$ cat config.mk
export PLATFORM = sky130hd
export DESIGN_NAME = indirect_and_interrupt_sequencer
export DESIGN_NICKNAME = d
export VERILOG_FILES = /design/src/hw/seq_pkg.sv /design/src/hw/cell_indexer.sv /design/src/hw/indirect_and_interrupt_sequencer.sv
export SDC_FILE = /design/constraint.sdc
export NUM_CORES = 2
export LEC_CHECK = 0
export BUFFER_PORTS_ARGS = -buffer_cell sky130_fd_sc_hd__buf_4
export CORE_MARGIN = 3
export CORE_UTILIZATION = 50
export CTS_BUF_LIST = sky130_fd_sc_hd__clkbuf_8 sky130_fd_sc_hd__clkbuf_16
export DETAILED_ROUTE_END_ITERATION = 6
export PLACE_DENSITY = 0.68
export SYNTH_ARGS = -nofsm -noshare
export SYNTH_HDL_FRONTEND = slang
export SYNTH_SLANG_ARGS = --single-unit
$ cat constraint.sdc
create_clock -name mclk_i -period 36.7 [get_ports mclk_i]
set_input_delay 0 -clock mclk_i [delete_from_list [all_inputs] [get_ports mclk_i]]
set_output_delay 0 -clock mclk_i [all_outputs]
set_load 0.05 [all_outputs]
$ cat src/hw/seq_pkg.sv
package seq_pkg;

  localparam int NUM_VP = 8;
  localparam int VP_W = 3;
  localparam int APB_AW = 12;

  // instruction word layout
  localparam int F_OP_HI = 31;
  localparam int F_OP_LO = 24;
  localparam int F_T_IND = 19;
  localparam int F_T_REG = 18;
  localparam int F_T_PCREL = 17;
  localparam int F_N_HI = 15;
  localparam int F_N_LO = 0;
  localparam int F_SRC_HI = 5;
  localparam int F_SRC_LO = 0;
  localparam int F_DST_HI = 11;
  localparam int F_DST_LO = 6;

  // opcodes
  localparam logic [7:0] OP_NOOP = 8'h00;
  localparam logic [7:0] OP_LEA = 8'h21;
  localparam logic [7:0] OP_EXECUTE_MEMORY_OP = 8'h30;
  localparam logic [7:0] OP_STCR = 8'h41;
  localparam logic [3:0] CBR_GROUP = 4'h5;

  // state class and step codes
  localparam logic [2:0] CLS_EXEC = 3'h1;
  localparam logic [2:0] STEP_EXEC = 3'h1;
  localparam logic [2:0] CLS_LEA = 3'h7;
  localparam logic [2:0] STEP_LEA = 3'h2;
  localparam logic [2:0] CLS_TWO = 3'h2;
  localparam logic [2:0] CLS_THREE = 3'h3;
  localparam logic [2:0] STEP_ONE = 3'h1;
  localparam logic [2:0] STEP_TWO = 3'h2;
  localparam logic [2:0] STEP_THREE = 3'h3;

  // interrupt vectors and program counter moves
  localparam logic [15:0] VEC_AUTO = 16'h0010;
  localparam logic [15:0] VEC_PROG = 16'h0011;
  localparam logic [15:0] PC_STEP = 16'h0001;
  localparam logic [15:0] PC_BACK = 16'h0002;

  // register map
  localparam logic [APB_AW-1:0] OFF_CTRL = 12'h000;
  localparam logic [APB_AW-1:0] OFF_VPSEL = 12'h004;
  localparam logic [APB_AW-1:0] OFF_STATUS = 12'h008;
  localparam logic [APB_AW-1:0] OFF_PC = 12'h00C;
  localparam logic [APB_AW-1:0] OFF_IR = 12'h010;
  localparam int CTRL_RUN_BIT = 0;
  localparam logic RUN_RESET = 1'b1;
  localparam int ST_STEP_LO = 0;
  localparam int ST_CLS_LO = 4;
  localparam int ST_PEND_BIT = 8;
  localparam int ST_MSRC_BIT = 9;
  localparam int ST_INT_BIT = 10;
  localparam int ST_ROM_BIT = 11;

  typedef struct packed {
    logic [2:0] state_class;
    logic [2:0] step;
    logic indirect_pending_flag;
    logic memory_source_flag;
    logic interrupt_active_flag;
    logic int_auto;
    logic rom_origin;
    logic cell_in_register_flag;
    logic [31:0] instruction_register;
    logic [15:0] ea;
    logic [15:0] pc;
    logic [31:0] next_instruction_hold;
  } vp_ctx_type;

  typedef struct packed {
    logic psel;
    logic penable;
    logic pwrite;
    logic [APB_AW-1:0] paddr;
    logic [31:0] pwdata;
  } apb_req_type;

  typedef struct packed {
    logic [31:0] prdata;
    logic pready;
    logic pslverr;
  } apb_rsp_type;

  typedef struct packed {
    logic valid;
    logic [VP_W-1:0] vp;
    logic buffer_avail;
    logic [31:0] buffer_data;
    logic instruction_done_signal;
    logic dependency;
    logic ignore_indirection;
    logic auto_int;
    logic prog_int;
  } slot_type;

  typedef struct packed {
    logic [VP_W-1:0] vp;
    logic read_req;
    logic [15:0] read_addr;
    logic bd_copy;
    logic [5:0] reg_sel;
  } buf_cmd_type;

  typedef struct packed {
    logic advance;
    logic from_buffer;
    logic [VP_W-1:0] vp;
  } pipe_evt_type;

  function automatic logic [5:0] start_state(input logic [7:0] op);
    if (op == OP_LEA) begin
      start_state = {CLS_LEA, STEP_LEA};
    end else begin
      start_state = {CLS_EXEC, STEP_EXEC};
    end
  endfunction

endpackage

$ cat src/hw/cell_indexer.sv
`timescale 1ns/1ps
`default_nettype none
module cell_indexer import seq_pkg::*; (
  input wire logic [31:0] cell_i,
  input wire logic [15:0] pc_i,
  output logic [15:0] ea_o,
  output logic [5:0] src_o,
  output logic [5:0] dst_o
);
  logic [15:0] base;

  // pc-relative cells add the program counter
  assign base = cell_i[F_T_PCREL] ? pc_i : 16'h0000;
  assign ea_o = cell_i[F_N_HI:F_N_LO] + base;
  assign src_o = cell_i[F_SRC_HI:F_SRC_LO];
  assign dst_o = cell_i[F_DST_HI:F_DST_LO];
endmodule
`default_nettype wire

$ cat src/hw/indirect_and_interrupt_sequencer.sv
// Chosen here: the register offsets and register access over APB.
`timescale 1ns/1ps
`default_nettype none
// Notes on behaviour
// - rom lea without dependency uses rom advance
// - memory lea step two advances from buffer
// - indirect only after termination, t bit set
// - branches and ignore-indirect instructions bypass indirect
// - non-indirect next: clear pending, source flag copied from rom origin
// - indirect next: set pending, class two step one
// - memory cell: address out, save, read request
// - register cell: save, copy register to buffer
// - communication cell uses source or store destination
// - second step waits buffer only for memory
// - further level: pending set, back to two/one
// - final level clears pending, instruction starts
// - rom instructions without indirect set source flag
// - rom indirect: no save, no flag set
// - memory no-op waits buffer, advances from buffer
// - rom no-op advances without buffer wait
// - vector 10 hex automatic, 11 hex programmed
// - no interrupt at termination: normal advance
// - interrupt entry conditions, flags, no-op, pc+1
// - vector to hold register, pc minus two
// - final interrupt step advances, clears active flag
module indirect_and_interrupt_sequencer import seq_pkg::*; (
  input wire logic mclk_i,
  input wire logic rst_i,
  input wire apb_req_type apb_i,
  output var apb_rsp_type apb_o,
  input wire slot_type slot_i,
  output var buf_cmd_type cmd_o,
  output var pipe_evt_type pipe_o
);

  typedef struct packed {
    vp_ctx_type [NUM_VP-1:0] ctx;
    logic run;
    logic [VP_W-1:0] vpsel;
    apb_rsp_type rsp;
    buf_cmd_type cmd;
    pipe_evt_type pipe;
  } top_state_type;

  top_state_type st;
  top_state_type next_st;
  logic [15:0] cell_ea;
  logic [5:0] cell_src;
  logic [5:0] cell_dst;

  cell_indexer indexer (
    .cell_i(slot_i.buffer_data),
    .pc_i(st.ctx[slot_i.vp].pc),
    .ea_o(cell_ea),
    .src_o(cell_src),
    .dst_o(cell_dst)
  );

  assign apb_o = st.rsp;
  assign cmd_o = st.cmd;
  assign pipe_o = st.pipe;

  always_comb begin
    vp_ctx_type c;
    vp_ctx_type s;
    logic term;
    logic from_buf;
    logic clear_int;
    logic [31:0] word;
    c = '0;
    s = st.ctx[st.vpsel];
    term = 1'b0;
    from_buf = 1'b0;
    clear_int = 1'b0;
    word = '0;
    next_st = st;
    next_st.cmd.read_req = 1'b0;
    next_st.cmd.bd_copy = 1'b0;
    next_st.pipe.advance = 1'b0;
    next_st.rsp.pready = 1'b0;
    next_st.rsp.pslverr = 1'b0;
    next_st.rsp.prdata = '0;

    // register access, answered one cycle into the access phase
    if (apb_i.psel && apb_i.penable && !st.rsp.pready) begin
      next_st.rsp.pready = 1'b1;
      unique case (apb_i.paddr)
        OFF_CTRL: begin
          if (apb_i.pwrite) begin
            next_st.run = apb_i.pwdata[CTRL_RUN_BIT];
          end
          next_st.rsp.prdata[CTRL_RUN_BIT] = st.run;
        end
        OFF_VPSEL: begin
          if (apb_i.pwrite) begin
            next_st.vpsel = apb_i.pwdata[VP_W-1:0];
          end
          next_st.rsp.prdata[VP_W-1:0] = st.vpsel;
        end
        OFF_STATUS: begin
          next_st.rsp.prdata[ST_STEP_LO+:3] = s.step;
          next_st.rsp.prdata[ST_CLS_LO+:3] = s.state_class;
          next_st.rsp.prdata[ST_PEND_BIT] = s.indirect_pending_flag;
          next_st.rsp.prdata[ST_MSRC_BIT] = s.memory_source_flag;
          next_st.rsp.prdata[ST_INT_BIT] = s.interrupt_active_flag;
          next_st.rsp.prdata[ST_ROM_BIT] = s.rom_origin;
        end
        OFF_PC: begin
          next_st.rsp.prdata[15:0] = s.pc;
        end
        OFF_IR: begin
          next_st.rsp.prdata = s.instruction_register;
        end
        default: begin
          next_st.rsp.pslverr = 1'b1;
        end
      endcase
    end

    // only the processor owning this slot moves
    if (st.run && slot_i.valid) begin
      c = st.ctx[slot_i.vp];
      unique case ({c.state_class, c.step})
        {CLS_EXEC, STEP_EXEC}: begin
          if (c.instruction_register[F_OP_HI:F_OP_LO] == OP_NOOP) begin
            if (c.rom_origin) begin
              term = 1'b1;
            end else if (slot_i.buffer_avail) begin
              term = 1'b1;
              from_buf = 1'b1;
            end
          end else if (slot_i.instruction_done_signal) begin
            term = 1'b1;
          end
        end
        {CLS_LEA, STEP_LEA}: begin
          if (slot_i.buffer_avail) begin
            if (!slot_i.dependency) begin
              term = 1'b1;
              from_buf = !c.rom_origin;
            end else begin
              c.state_class = CLS_THREE;
              c.step = STEP_TWO;
            end
          end
        end
        {CLS_THREE, STEP_TWO}: begin
          if (c.interrupt_active_flag) begin
            if (slot_i.buffer_avail) begin
              term = 1'b1;
              clear_int = 1'b1;
            end
          end else begin
            term = 1'b1;
            from_buf = !c.rom_origin;
          end
        end
        {CLS_TWO, STEP_THREE}: begin
          c.ea = c.int_auto ? VEC_AUTO : VEC_PROG;
          c.next_instruction_hold = {16'h0000, c.ea};
          c.pc = c.pc - PC_BACK;
          c.state_class = CLS_THREE;
          c.step = STEP_TWO;
        end
        {CLS_TWO, STEP_ONE}: begin
          if (c.cell_in_register_flag) begin
            if (!c.rom_origin) begin
              c.next_instruction_hold = slot_i.buffer_data;
              c.memory_source_flag = 1'b1;
            end
            next_st.cmd.bd_copy = 1'b1;
            next_st.cmd.vp = slot_i.vp;
            if (c.instruction_register[F_OP_HI:F_OP_LO] == OP_STCR) begin
              next_st.cmd.reg_sel = c.instruction_register[F_DST_HI:F_DST_LO];
            end else begin
              next_st.cmd.reg_sel = c.instruction_register[F_SRC_HI:F_SRC_LO];
            end
            c.step = STEP_TWO;
          end else if (slot_i.buffer_avail) begin
            if (!c.rom_origin) begin
              c.next_instruction_hold = slot_i.buffer_data;
              c.memory_source_flag = 1'b1;
            end
            next_st.cmd.read_req = 1'b1;
            next_st.cmd.read_addr = c.ea;
            next_st.cmd.vp = slot_i.vp;
            c.step = STEP_TWO;
          end
        end
        {CLS_TWO, STEP_TWO}: begin
          if (c.cell_in_register_flag || slot_i.buffer_avail) begin
            c.ea = cell_ea;
            c.instruction_register[F_SRC_HI:F_SRC_LO] = cell_src;
            c.instruction_register[F_DST_HI:F_DST_LO] = cell_dst;
            c.cell_in_register_flag = slot_i.buffer_data[F_T_REG];
            if (slot_i.buffer_data[F_T_IND]) begin
              c.indirect_pending_flag = 1'b1;
              c.state_class = CLS_TWO;
              c.step = STEP_ONE;
            end else begin
              c.indirect_pending_flag = 1'b0;
              {c.state_class, c.step} = start_state(c.instruction_register[F_OP_HI:F_OP_LO]);
            end
          end
        end
        default: begin
          c.state_class = CLS_EXEC;
          c.step = STEP_EXEC;
        end
      endcase

      if (term) begin
        if ((slot_i.auto_int || slot_i.prog_int) && !c.interrupt_active_flag &&
            c.instruction_register[F_OP_HI:F_OP_LO] != OP_EXECUTE_MEMORY_OP) begin
          c.interrupt_active_flag = 1'b1;
          c.memory_source_flag = 1'b1;
          c.int_auto = slot_i.auto_int;
          c.instruction_register[F_OP_HI:F_OP_LO] = OP_NOOP;
          c.pc = c.pc + PC_STEP;
          c.state_class = CLS_TWO;
          c.step = STEP_THREE;
        end else begin
          word = from_buf ? slot_i.buffer_data : c.next_instruction_hold;
          next_st.pipe.advance = 1'b1;
          next_st.pipe.from_buffer = from_buf;
          next_st.pipe.vp = slot_i.vp;
          if (clear_int) begin
            c.interrupt_active_flag = 1'b0;
            c.rom_origin = 1'b1;
          end
          c.instruction_register = word;
          c.ea = word[F_N_HI:F_N_LO];
          c.cell_in_register_flag = word[F_T_REG];
          if (word[F_T_IND] && !slot_i.ignore_indirection &&
              word[F_OP_HI:F_OP_HI-3] != CBR_GROUP) begin
            c.indirect_pending_flag = 1'b1;
            c.state_class = CLS_TWO;
            c.step = STEP_ONE;
          end else begin
            c.indirect_pending_flag = 1'b0;
            c.memory_source_flag = c.rom_origin;
            {c.state_class, c.step} = start_state(word[F_OP_HI:F_OP_LO]);
          end
        end
      end
      next_st.ctx[slot_i.vp] = c;
    end
  end

  always_ff @(posedge mclk_i or posedge rst_i) begin
    if (rst_i) begin
      st <= '0;
      st.run <= RUN_RESET;
      for (int i = 0; i < NUM_VP; i++) begin
        st.ctx[i].state_class <= CLS_EXEC;
        st.ctx[i].step <= STEP_EXEC;
      end
    end else begin
      st <= next_st;
    end
  end

  logic slot_go;
  vp_ctx_type cur;
  assign slot_go = st.run && slot_i.valid;
  assign cur = st.ctx[slot_i.vp];
endmodule
`default_nettype wire

# --- Word-level counts from Yosys, hierarchy flattened ---
# Index checks and enable logic that the tools add are counted.
op_classes:
  muxes: 89
  n_eq_ne: 15
  addsub: 3
  n_lt_le_gt_ge: 3
  bitwise_logic: 2
  n_reduce_logical: 26
ops:
  columns: ["op", "count"]
  rows:
  - ["$bwmux W864", 1]
  - ["$bmux W108 S3", 2]
  - ["$demux W108 S3", 1]
  - ["$mux W108", 3]
  - ["$mux W32", 5]
  - ["$mux W76", 2]
  - ["$mux W16", 5]
  - ["$pmux W32 S2", 1]
  - ["$mux W40", 1]
  - ["$mux W6", 6]
  - ["$mux W34", 1]
  - ["$pmux W16 S2", 1]
  - ["$mux W1", 31]
  - ["$mux W29", 1]
  - ["$mux W28", 1]
  - ["$mux W7", 4]
  - ["$eq A12 B4 Y1 const B", 2]
  - ["$eq A6 B5 Y1 const B", 4]
  - ["$mux W24", 1]
  - ["$mux W20", 1]
  - ["$mux W17", 1]
  - ["$add A16 B1 Y16 const B", 1]
  - ["$add A16 B16 Y16", 1]
  - ["$eq A8 B6 Y1 const B", 2]
  - ["36 further kinds", 59]
totals:
  ff_bits: 934
  word_cells: 247
  input_bits: 91

# --- Depth between registers and ports, before layout ---
depth:
  depth_word: 15
  ltp_mapped: 24
  depth_no_buf: 15

# --- Hierarchy ---
# A second synthesis with hierarchy kept.
hier_totals:
  hier_cells: 4554
  area_unflattened_um2: 48953.2
modules_own_cells:
  columns: ["mod", "cells_per_inst", "area_per_inst_um2", "n_inst"]
  rows:
  - ["indirect_and_interrupt_sequencer", 4434, 48054.8, 1]
  - ["cell_indexer", 120, 898.4, 1]

# --- Worst setup path after synthesis ---
# Ideal clock, no wire load.
synth_timing:
  path_type: "input to register"
  startpoint: "input port slot_i[40] (netlist name)"
  endpoint: "register st[888] (netlist name)"
  slack_ns: 31.396
  path_buffers: 9
  cell_stages: 24
  required_ns: 36.567
  t_arrival_ns: 5.172
  cell_sequence: "buf_6 -> buf_6 -> buf_4 -> buf_4 -> buf_4 -> buf_4 -> buf_4 -> buf_4 -> mux4_2 -> mux2i_1 -> nor2b_1 -> ha_1 -> fa_1 -> a21o_1 -> a21o_1 -> a2111oi_0 -> o31ai_1 -> a2111oi_0 -> o31ai_1 -> xnor2_1 -> a221oi_1 -> or2_2 -> clkbuf_1 -> o21ai_0"
synth_between:
  elab_chain_cells: 12
  elab_cells_between_ends: 46
synth_rtl:
  columns: ["item", "line", "text"]
  rows:
  - ["start: declaration", "indirect_and_interrupt_sequencer.sv:31", "input wire slot_type slot_i,"]
  - ["parallel branches: the longest is 11 deep, another holds $add A16 B16 Y16", null, null]
  - ["$bwmux W864 (*)", "indirect_and_interrupt_sequencer.sv:246", "next_st.ctx[slot_i.vp] = c;"]
  - ["end signal: assignment", "indirect_and_interrupt_sequencer.sv:259", "st <= next_st;"]
  - ["end: declaration", "indirect_and_interrupt_sequencer.sv:45", "top_state_type st;"]
# Mark *: on every way between the ends. The select of a mux whose other input is x is not followed.
# A chain may end at the register's enable or synchronous reset.

# --- Worst setup path after layout ---
layout_timing:
  startpoint: "input port slot_i[40] (netlist name)"
  endpoint: "register st[130] (netlist name)"
# The elaborated chain is that of the path after synthesis.

==> flow_summary.json <==
{
  "first_pass_iters": 7,
  "p_per_area_nw_per_um2": 40.8,
  "cts_setup_buffers": 0,
  "area_delta_synth_final_pct": 10.5,
  "finalCritPeriodShare": 0.168,
  "power.leakage_nw": 23.2,
  "start_kind": "input port",
  "place_area_um2": 49500,
  "cts_tree": "built",
  "clkTransAtPathRegs_ps": 60,
  "grt_max_degree": 176,
  "finalSetupTns_ps": 0,
  "routed_wl_um": 152000,
  "hold_viol": 0,
  "grt_pass1_wl_um": 232000,
  "critPathBufInv": 4,
  "clock-root-buffer": "clkbuf_16",
  "grt_pass1_vias": 37000,
  "path_cells": "dlygate4sd3_1, buf_8, buf_12, mux4_2, mux2i_1, nor2b_1, ha_1, fa_1, a21o_1, a21o_1, a2111oi_0, o31ai_1, a2111oi_0, buf_4, nor2_1, xor2_1, nand2_1, a21boi_0, mux2_2",
  "grt_overflow": 0,
  "rows": 113,
  "register_area_um2": 23400,
  "die_area_um2": 100000,
  "path_max_fanout": 89,
  "relSlewSlack": 0.153,
  "synth_edf_count": 0,
  "hpwlAfterDp_um": 93000,
  "finalSetupViolCount": 0,
  "vdd_ir_drop_max_v": 0.0000321,
  "synth_ff_type": "dfrtp_1",
  "setup.worst_path.start": "slot_i[40]",
  "boundaryPins": 157,
  "drtIter0Drc": 4290,
  "fin_worst_skew_ps": 31.9,
  "vias_per_cell": 6.30,
  "crit_type": "input port to flop",
  "whs_ps": 19.1,
  "drv_slew": 0,
  "avgSynthCellArea_um2": 10.2,
  "drive_gt1_frac": 0.177,
  "tightest_slew_ps": 1260,
  "start_util": 0.506,
  "clock_latency_ps": 690,
  "maxCapViolCount": 0,
  "synth.cell_area_um2": 48300,
  "cts.sinks": 934,
  "crit_required_ps": 37300,
  "cts_buffers": 99,
  "status": "finished, final reports clean",
  "fmax_mhz": 162,
  "synthesis.nets": 4862,
  "synth_cell_types": 93,
  "yosys_warnings": 0,
  "rsz0062_at_grt": "no",
  "rr_startpoint": "st[102]$_DFFE_PP0P_",
  "grt_use_total": 0.303,
  "routedWlPerCell_um": 25.3,
  "vias": 37900,
  "postCtsResizedCells": 0,
  "critical_path.slowest_cell": "a21boi_0",
  "core_area_um2": 95400,
  "port_buffers": 127,
  "die_h_um": 317,
  "hold_path_class": "input port to flop",
  "nFillCells": 8242,
  "slowest_delay_ps": 590,
  "final_area_um2": 53400,
  "final_cells": 6019,
  "crit_arrival_ps": 6770,
  "finalPower_mw": 2.18,
  "critical_path.top_delay_family": "compound AO/OA/AOI/OAI gates",
  "multiInputGateArea_um2": 22800,
  "antenna_found_initial": 5,
  "drc": 0,
  "placedCellCount": 5787,
  "yosysSeqAreaShare": 0.484,
  "min_from": "slot_i[19]",
  "ant_nets": 0,
  "nets": 4775,
  "async_flop_share": 1.00,
  "cts_htree_levels": 3,
  "period_minus_slack_ps": 6170,
  "syn_inst": 4753,
  "dieWidth_um": 317,
  "ys_ff_latch": 934,
  "end_kind": "flop",
  "clk_path_buf_depth": 3,
  "gp_congestion": 0.921
}
state kept, by name, indices dropped and copies added, names as in the netlist:
register and flops:
cmd_o 27, st 868, pipe_o 5, apb_o 34
metrics by stage:
stage               utilization  worst slack [ps]
floorplan                     -             10460
global placement          0.519             30180
detailed placement        0.519             30120
CTS                       0.559             30640
global route              0.559             30230
finish                    0.559             30530
metal layers:
layer  routed length, um  global-route usage
met1               63000               0.419
met3               13700              0.0645
met2               68600               0.466
met4                6800               0.127
met5                  21                   0
where the power goes:
| part | switching, mW | internal, mW |
|---|---|---|
| registers | 0.000253 | 1.03 |
| logic | 0.0803 | 0.0261 |
| clock network | 0.429 | 0.612 |
cell families (layout without fill, tap and decap cells):
kind of cell / after synthesis / in the layout / share of synthesized area
and+or+nand+nor: 1344 / 1344 / 0.116
AOI/OAI and AO/OA: 1294 / 1294 / 0.159
DFF: 934 / 934 / 0.484
muxes: 653 / 653 / 0.183
buffers and inverters: 474 / 473 / 0.0472
xor gates and xnor gates: 36 / 36 / 0.00653
adders and majority gates: 18 / 18 / 0.00482
other: 0 / 2 / 0
repair_timing:
item,CTS,global route
hold buffers,43,0
endpoints found under the hold margin,305,0
setup endpoints to repair,0,0
layout by cell type (no fill, tap or decap), types with 27 or more instances in the layout:
cell type / n
and2_1: 27
a22oi_1: 45
mux2i_1: 259
mux4_2: 158
mux2_2: 233
nand3_1: 35
o22a_1: 38
o21ai_0: 739
clkbuf_16: 100
inv_1: 56
nand2_1: 937
nor2_1: 185
o21ai_1: 37
a21oi_1: 148
dfrtp_1: 914
dlygate4sd3_1: 43
buf_4: 202
o221ai_1: 41
o22ai_1: 38
final timing paths:
| kind | slack (ps) | endpoint | cells after the start |
|---|---|---|---|
| setup / recovery | 30530 | st[130]$_DFFE_PP0P_ | 19 |
| hold / removal | 20 | st[84]$_DFFE_PP0P_ | 4 |
| max in group asynchronous | 33810 | cmd_o[14]$_DFFE_PP0P_ | 6 |
| setup reg to reg | 31250 | st[130]$_DFFE_PP0P_ | 16 |
| min in group asynchronous | 30 | st[208]$_DFFE_PP0P_ | 3 |
| hold reg to reg | 480 | st[422]$_DFFE_PP0P_ | 2 |
Yosys cell counts (all sizes together), types with 27 or more instances:
library cell | instances | area [um2]
clkbuf | 238 | 893
o22a | 38 | 333
o22ai | 38 | 238
buf | 200 | 1250
a21oi | 148 | 741
mux4 | 158 | 3560
nor3 | 30 | 160
a221oi | 27 | 243
nor2 | 195 | 734
nand3 | 35 | 175
nand2 | 944 | 3550
inv | 36 | 135
mux2i | 262 | 2640
and2 | 30 | 188
o221ai | 43 | 389
a22oi | 45 | 338
dfrtp | 917 | 22900
o21ai | 776 | 3880
mux2 | 233 | 2620
final cells by class:
cell class | instances | area share
sequential | 934 | 0.438
multi-input combinational | 3345 | 0.427
clock buffer | 126 | 0.0536
timing repair buffer | 250 | 0.0381
tap | 1265 | 0.0296
clock inverter | 61 | 0.0104
inverter | 36 | 0.00269
antenna | 2 | 0.0000937
worst register-to-register path, delay by kind of cell, from the launching register on:
kind,cells,cell delay [ps]
compound gates,6,2340
mux,3,1280
fa+ha+maj,2,680
flops,1,410
simple gates,3,280
buf+inv,1,230
xor+xnor,1,150
(Power assumes the default switching activity.)
